==> src/core/sram_host_cfg.svh <==
// timing constants and pin levels for the async byte sram host
`ifndef SRAM_HOST_CFG_SVH
`define SRAM_HOST_CFG_SVH
`define SH_CLK_PERIOD_NS   20
`define SH_ACCESS_NS       60
`define SH_ACCESS_CYCLES   ((`SH_ACCESS_NS + `SH_CLK_PERIOD_NS - 1) / `SH_CLK_PERIOD_NS)
`define SH_DEPTH_KB        32
`define SH_ADDR_W          15
`define SH_LANES           4
`define SH_PIN_IDLE        1'b1
`endif

==> src/core/sh_pkg.sv <==
// types for the async byte sram host
package sh_pkg;
  typedef enum logic [1:0] {sh_idle, sh_strobe, sh_recover} sh_state_t;
endpackage

==> src/core/sh_host.sv <==
// word-wide host that drives four byte-lane async srams through their pins
`include "sram_host_cfg.svh"

////////////////////////////////////////////////////////////////////////////////
// Function
// - chip select driven low for the whole access, high otherwise
// - write strobe held low to write the byte bus value
// - output enable driven low only during reads
// - every access is a full 32-bit word, one byte per lane
module sh_host #(
  parameter int SIZE_KILOBYTES = `SH_DEPTH_KB,
  parameter int ADDR_W         = $clog2(SIZE_KILOBYTES * 1024),
  parameter int ACCESS_CYCLES  = `SH_ACCESS_CYCLES
) (
  input  wire logic                ref_clk,
  input  wire logic                srst,
  input  wire logic                req_valid,
  input  wire logic                req_write,
  input  wire logic [ADDR_W-1:0]   req_addr,
  input  wire logic [31:0]         req_wdata,
  output logic                     req_ready,
  output logic                     rsp_valid,
  output logic [31:0]              rsp_rdata,
  output logic [ADDR_W-1:0]        mem_addr,
  output logic                     chip_select_low,
  output logic                     write_strobe_low,
  output logic                     output_drive_low,
  input  wire logic [31:0]         mem_data_in,
  output logic [31:0]              mem_data_out,
  output logic [31:0]              mem_data_oe
);

  ////////////////////////////////////////////////////////////////////////////
  // sequencing: a request is only looked at in idle, while busy it is left waiting
  sh_pkg::sh_state_t state;
  sh_pkg::sh_state_t next_state;
  logic [7:0]        cnt;
  logic [7:0]        next_cnt;
  logic              is_write;
  logic              take;
  logic              in_strobe;
  logic              in_recover;
  logic              last_beat;

  assign in_strobe  = (state == sh_pkg::sh_strobe);
  assign in_recover = (state == sh_pkg::sh_recover);
  assign take       = (state == sh_pkg::sh_idle) && req_valid;
  assign last_beat  = in_strobe && (cnt == 8'h00);

  // one extra recovery cycle keeps the bus from contending at turnaround
  always_comb begin
    next_state = state;
    unique case (state)
      sh_pkg::sh_idle: begin
        if (req_valid) begin
          next_state = sh_pkg::sh_strobe;
        end
      end
      sh_pkg::sh_strobe: begin
        if (cnt == 8'h00) begin
          next_state = sh_pkg::sh_recover;
        end
      end
      sh_pkg::sh_recover: begin
        next_state = sh_pkg::sh_idle;
      end
      default: begin
        next_state = sh_pkg::sh_idle;
      end
    endcase
  end

  always_ff @(posedge ref_clk) begin
    if (srst) begin
      state <= sh_pkg::sh_idle;
    end else begin
      state <= next_state;
    end
  end

  // 8-bit counter: access lengths above 256 cycles would need a wider one
  always_comb begin
    next_cnt = cnt;
    if (take) begin
      next_cnt = 8'(ACCESS_CYCLES - 1);
    end else if (in_strobe && cnt != 8'h00) begin
      next_cnt = cnt - 8'h01;
    end
  end

  always_ff @(posedge ref_clk) begin
    if (srst) begin
      cnt <= 8'h00;
    end else begin
      cnt <= next_cnt;
    end
  end

  // direction is remembered for the read sample at the end of the strobe
  always_ff @(posedge ref_clk) begin
    if (srst) begin
      is_write <= 1'b0;
    end else if (take) begin
      is_write <= req_write;
    end
  end

  ////////////////////////////////////////////////////////////////////////////
  // pins: address and data latched at request, held stable through the strobe
  // address is left in place after release, so no lane sees it move under a strobe
  always_ff @(posedge ref_clk) begin
    if (srst) begin
      mem_addr <= '0;
    end else if (take) begin
      mem_addr <= req_addr;
    end
  end

  // select spans the whole strobe; the lanes answer only while it is low
  always_ff @(posedge ref_clk) begin
    if (srst) begin
      chip_select_low <= `SH_PIN_IDLE;
    end else if (take) begin
      chip_select_low <= 1'b0;
    end else if (last_beat) begin
      chip_select_low <= `SH_PIN_IDLE;
    end
  end

  // strobe and select rise on the same edge, with data still held there
  always_ff @(posedge ref_clk) begin
    if (srst) begin
      write_strobe_low <= `SH_PIN_IDLE;
    end else if (take) begin
      write_strobe_low <= ~req_write;
    end else if (last_beat) begin
      write_strobe_low <= `SH_PIN_IDLE;
    end
  end

  // output enable stays high on writes so the lanes never fight the host
  always_ff @(posedge ref_clk) begin
    if (srst) begin
      output_drive_low <= `SH_PIN_IDLE;
    end else if (take) begin
      output_drive_low <= req_write;
    end else if (last_beat) begin
      output_drive_low <= `SH_PIN_IDLE;
    end
  end

  ////////////////////////////////////////////////////////////////////////////
  // byte lanes: each lane owns one byte of the word and its own bus drivers
  // the word is split only here; all lanes share address and strobes
  for (genvar lane = 0; lane < `SH_LANES; lane++) begin : g_lane
    logic [7:0] lane_wdata;
    logic [7:0] lane_oe;
    logic [7:0] lane_rdata;

    always_ff @(posedge ref_clk) begin
      if (srst) begin
        lane_wdata <= 8'h00;
      end else if (take) begin
        lane_wdata <= req_wdata[8*lane +: 8];
      end
    end

    // the host lets go of the bus on the last strobe edge, before any read can follow
    always_ff @(posedge ref_clk) begin
      if (srst) begin
        lane_oe <= 8'h00;
      end else if (take) begin
        lane_oe <= {8{req_write}};
      end else if (last_beat) begin
        lane_oe <= 8'h00;
      end
    end

    // read data is sampled on the last strobe cycle, while the lanes still drive
    always_ff @(posedge ref_clk) begin
      if (srst) begin
        lane_rdata <= 8'h00;
      end else if (last_beat && !is_write) begin
        lane_rdata <= mem_data_in[8*lane +: 8];
      end
    end

    assign mem_data_out[8*lane +: 8] = lane_wdata;
    assign mem_data_oe[8*lane +: 8]  = lane_oe;
    assign rsp_rdata[8*lane +: 8]    = lane_rdata;
  end

  ////////////////////////////////////////////////////////////////////////////
  // response: a one-cycle pulse per access, reads and writes alike
  always_ff @(posedge ref_clk) begin
    if (srst) begin
      rsp_valid <= 1'b0;
    end else begin
      rsp_valid <= last_beat;
    end
  end

  // ready marks the idle cycle after recovery; a request held through it is taken next edge
  always_ff @(posedge ref_clk) begin
    if (srst) begin
      req_ready <= 1'b0;
    end else begin
      req_ready <= in_recover;
    end
  end

endmodule // sh_host

==> config.mk <==
export PLATFORM = sky130hd
export DESIGN_NAME = sh_host
export DESIGN_NICKNAME = d
export VERILOG_FILES = /design/src/core/sh_pkg.sv /design/src/core/sh_host.sv
export VERILOG_INCLUDE_DIRS = /design/src /design/src/core
export SDC_FILE = /design/constraint.sdc
export NUM_CORES = 1
export LEC_CHECK = 0
export BUFFER_PORTS_ARGS = -buffer_cell sky130_fd_sc_hd__buf_2
export CELL_PAD_IN_SITES_DETAIL_PLACEMENT = 2
export CELL_PAD_IN_SITES_GLOBAL_PLACEMENT = 2
export CORE_AREA = 2 2 146 113
export CTS_CLUSTER_DIAMETER = 100
export DETAILED_ROUTE_END_ITERATION = 8
export DIE_AREA = 0 0 148 115
export MAX_ROUTING_LAYER = met4
export PLACE_DENSITY = 0.86
export REMOVE_ABC_BUFFERS = 1
export SLEW_MARGIN = 20
export SYNTH_ARGS = -nofsm -noshare
export SYNTH_HDL_FRONTEND = slang
export SYNTH_SLANG_ARGS = --single-unit
export TNS_END_PERCENT = 5
==> constraint.sdc <==
create_clock -name ref_clk -period 3.5 [get_ports ref_clk]
set_input_delay 0.175 -clock ref_clk [delete_from_list [all_inputs] [get_ports ref_clk]]
set_output_delay 0.175 -clock ref_clk [all_outputs]
set_load 0.005 [all_outputs]
* Word level (Yosys, flattened, before mapping)
Cells that the tools add are included.
W data, S select, Z words.
** Operators by class
- Add/sub/neg operators :: 1
- Equal/unequal tests :: 4
- Multiplexer cells :: 11
- Bitwise logic cells :: 1
- Reductions and logical operators :: 12
** Operators with widths (count)
- $mux W8 :: 2
- $logic_not A8 Y1 :: 1
- $mux W2 :: 4
- $reduce_bool A8 Y1 :: 1
- $sub A8 B1 Y8 const B :: 1
- $logic_and A1 B1 Y1 :: 4
- $mux W1 :: 4
- $pmux W2 S2 :: 1
- $reduce_bool A2 Y1 :: 2
- $eq A2 B1 Y1 const B :: 1
- $eq A2 B2 Y1 const B :: 1
- $logic_not A2 Y1 :: 1
- $ne A2 B1 Y1 const B :: 1
- $ne A2 B2 Y1 const B :: 1
- $reduce_and A2 Y1 :: 1
- $reduce_or A2 Y1 :: 1
- $logic_not A1 Y1 :: 1
- $not A1 Y1 :: 1
** Storage, ports and cells
- Register bits :: 103
- Input bits :: 83
- Output and inout port bits :: 116
- Logic and storage cells :: 48

* Longest topological paths before layout
- Depth after elaboration :: 4
- Gate-level depth with buffers :: 7
- Gate-level depth less buffers :: 5

* Worst setup path after synthesis
OpenSTA, ideal clock, no wires.
- Kind :: reg-to-reg
- From :: register cnt[0]
- To :: register cnt[0]
- Setup time :: 121 ps
- Arrival :: 1681 ps
- Required time :: 3379 ps
- Slack :: 1698 ps
- Cell stages (with the launch flop) :: 7
- Path buffers :: 1
- Clock period less this slack :: 1802 ps
- Path through :: dfxtp_1 inv_1 ha_1 or3b_2 buf_1 o21ai_0 mux2_2
** On the way
- Longest elaborated chain between the ends :: 2
- Elaborated cells between the ends (all ways) :: 3
- Classes of those cells :: 1 x add/sub; 2 x reduce/logical
** Ends and longest elaborated chain
- start: declaration :: RTL line sh_host.sv:37 : logic [7:0] cnt;
- start signal: assignment :: RTL line sh_host.sv:95 : cnt <= next_cnt;
- parallel branches: the longest is 2 deep, another holds $sub A8 B1 Y8
Several ways; the timed one is not identified.
A chain may end at the register's enable or synchronous reset.

* Final worst setup path
Ends and elaborated chain as after synthesis.

==> run metrics <==
Most Crowded Layer GR=met2; leak pwr=2.343 nW; most frequent cells in the layout=buf_2 (197), nand2_1 (97), dfxtp_1 (96); wire length per cell=17.22 µm; CTS clk-pin slew, worst paths=0.07 ns; CTS tree=done; # Post-CTS Setup Buffers=0; synth unique cells=33; Final Hold Viols=0; post-route ant nets=0; post-route minimum period=2.357 ns; nets=699; fin crit share=0.6734; die width=148 µm; Design Area, Final=5207 µm²; clock buffer depth=2; post-synthesis cell area=3973 µm²; Pwr Total=0.002908 W; DR pass1 iterations=4; hold-fix buffers at CTS=0; achievable frequency=424.3 MHz; Worst VDD drop=0.0002566 V; largest cells by area after synthesis=dfxtp_1 (48%), a21oi_1 (11%), nand2_1 (9.2%); GR Util met3=0.04048; fin cells=830; Worst R2R Setup Slack=1.14 ns; share of the synthesized area in the top cell type=0.4838; via count=3962; CTS resizes=0; layout cells sized above 1=0.3700; H-Tree Depth=3; clock latency on the worst-skew pair=0.36 ns; met2 usage=0.3111; Setup-failing EPs final=0; vias in the first global route=4327; initial DRC count=138; Sink Count=96; initial antenna violation count=1; Pins Over Slew Limit=0; Critical Path AT=2.60 ns; GR Util met1=0.1909; GP Congestion=0.7615; slew at the pin closest to its max-slew limit=1.053 ns; first-pass GRT wire length=22710 µm; setup TNS=0 ns; Syn. warnings=0; DR vias/cell=4.773; Slew headroom=0.2978; Die Span Y=115 µm; IO buf count=198; max_cap viols=0; register bit total from synthesis=96; initial core utilization=0.2544; critical path required time=3.74 ns; dominant cell type by area after synthesis=dfxtp_1; crit path capture type=register; DIE AREA=17020 µm²; overall routing resource usage=0.1722; run status=completed; CTS buffer count=9; root buffer cell=clkbuf_16; Startpoint Class=register; asr flop ratio synth=0; commonest non-fill, non-tap cell in the layout=buf_2; largest net degree at the start of global routing=99; DP Wirelength=9873 µm; area grow syn2layout=31.09%; syn_area_per_cell=8.328 µm²; Overflow after GRT=0; hold crit path type=in -> reg; type of the worst setup path=reg -> reg; crit-path max FO=34; IO Pins=199; RSZ-0062 raised after global routing=no; power density over cell area=558.5 nW/µm²; core footprint=15620 µm²; final WL=14300 µm; Worst Skew=0.008880 ns; Post-synth EDFFs=0; post-synthesis sequential area ratio=0.4838; number of remaining DRC errors=0; Inst Count DP=813; Mapped Cells=477; Hold WS=0.05330 ns; row cnt=40; placed instance area=4877 µm²; Post-synth top flop=dfxtp_1
## metal layers
layer | vias to the layer above | share of wire | wire length [µm]
met5 | - | 0 | 0
met4 | 0 | 0.013 | 182
met3 | 12 | 0.036 | 517
met2 | 77 | 0.53 | 7638
met1 | 1951 | 0.42 | 5958
li1 | 1922 | - | -
## critical path, cell delays in order (launching register included)
cell	delay (ns)
dfxtp_1	0.33
inv_1	0.12
ha_1	0.19
or3b_2	0.80
o21ai_0	0.43
mux2_2	0.37
## power by group
group / total, W / leakage [nW] / internal [W] / switching, W
logic: 0.000579 / 1.40 / 0.000205 / 0.000374
registers: 0.00124 / 0.785 / 0.00118 / 0.0000601
clock network: 0.00109 / 0.157 / 0.000634 / 0.000458
## synthesized netlist by cell type (4+ instances only)
cell type	number
mux2i_1	4
a211oi_1	4
dfxtp_1	96
nand4_1	33
nand2_1	97
nor3_1	6
inv_1	4
nand3_1	5
buf_4	31
or3_1	4
a21oi_1	86
o31ai_1	33
clkbuf_1	42
## layout make-up
cell class	count	area [µm²]
fill	1859	10410
sequential	96	1922
multi-input combinational	300	1647
timing repair buffer	203	1031
tap	210	262.8
clock buffer	9	225.2
clock inverter	7	102.6
inverter	4	15.01
antenna	1	2.502
## sequential cells by signal (all words and copies together), names as in the netlist
register,flops
write_strobe_low,1
is_write,1
chip_select_low,1
rsp_valid,1
g_lane.lane_rdata,32
output_drive_low,1
cnt,8
state,2
mem_addr,15
req_ready,1
g_lane.lane_oe,1
g_lane.lane_wdata,32
## per-stage QoR
step / util / setup WS (ns)
4_1_cts: 0.3333 / 1.168
3_5_place_dp: 0.3123 / 1.190
5_1_grt: 0.3335 / 1.036
6_report: 0.3335 / 1.143
2_1_floorplan: - / -0.5213
3_3_place_gp: 0.3123 / 1.331
## worst paths after layout
path                      startpoint                       to  depth (start not counted)
max reg2reg                   cnt[0]                   cnt[0]                          5
min reg2reg  g_lane[0].lane_wdata[3]  g_lane[0].lane_wdata[3]                          2
min                     req_addr[11]             mem_addr[11]                          3
max                           cnt[0]                   cnt[0]                          5
## logic make-up after synthesis
group,count (synthesis),synth area share
AND/OR/NAND/NOR,165,0.2019
flip-flops,96,0.4838
AO/OA/AOI/OAI,128,0.1874
adder cells (fa/ha/maj),2,0.006298
buffers and inverters,81,0.1077
multiplexers,5,0.01291
Note: power is estimated with default switching activity, not from simulation.
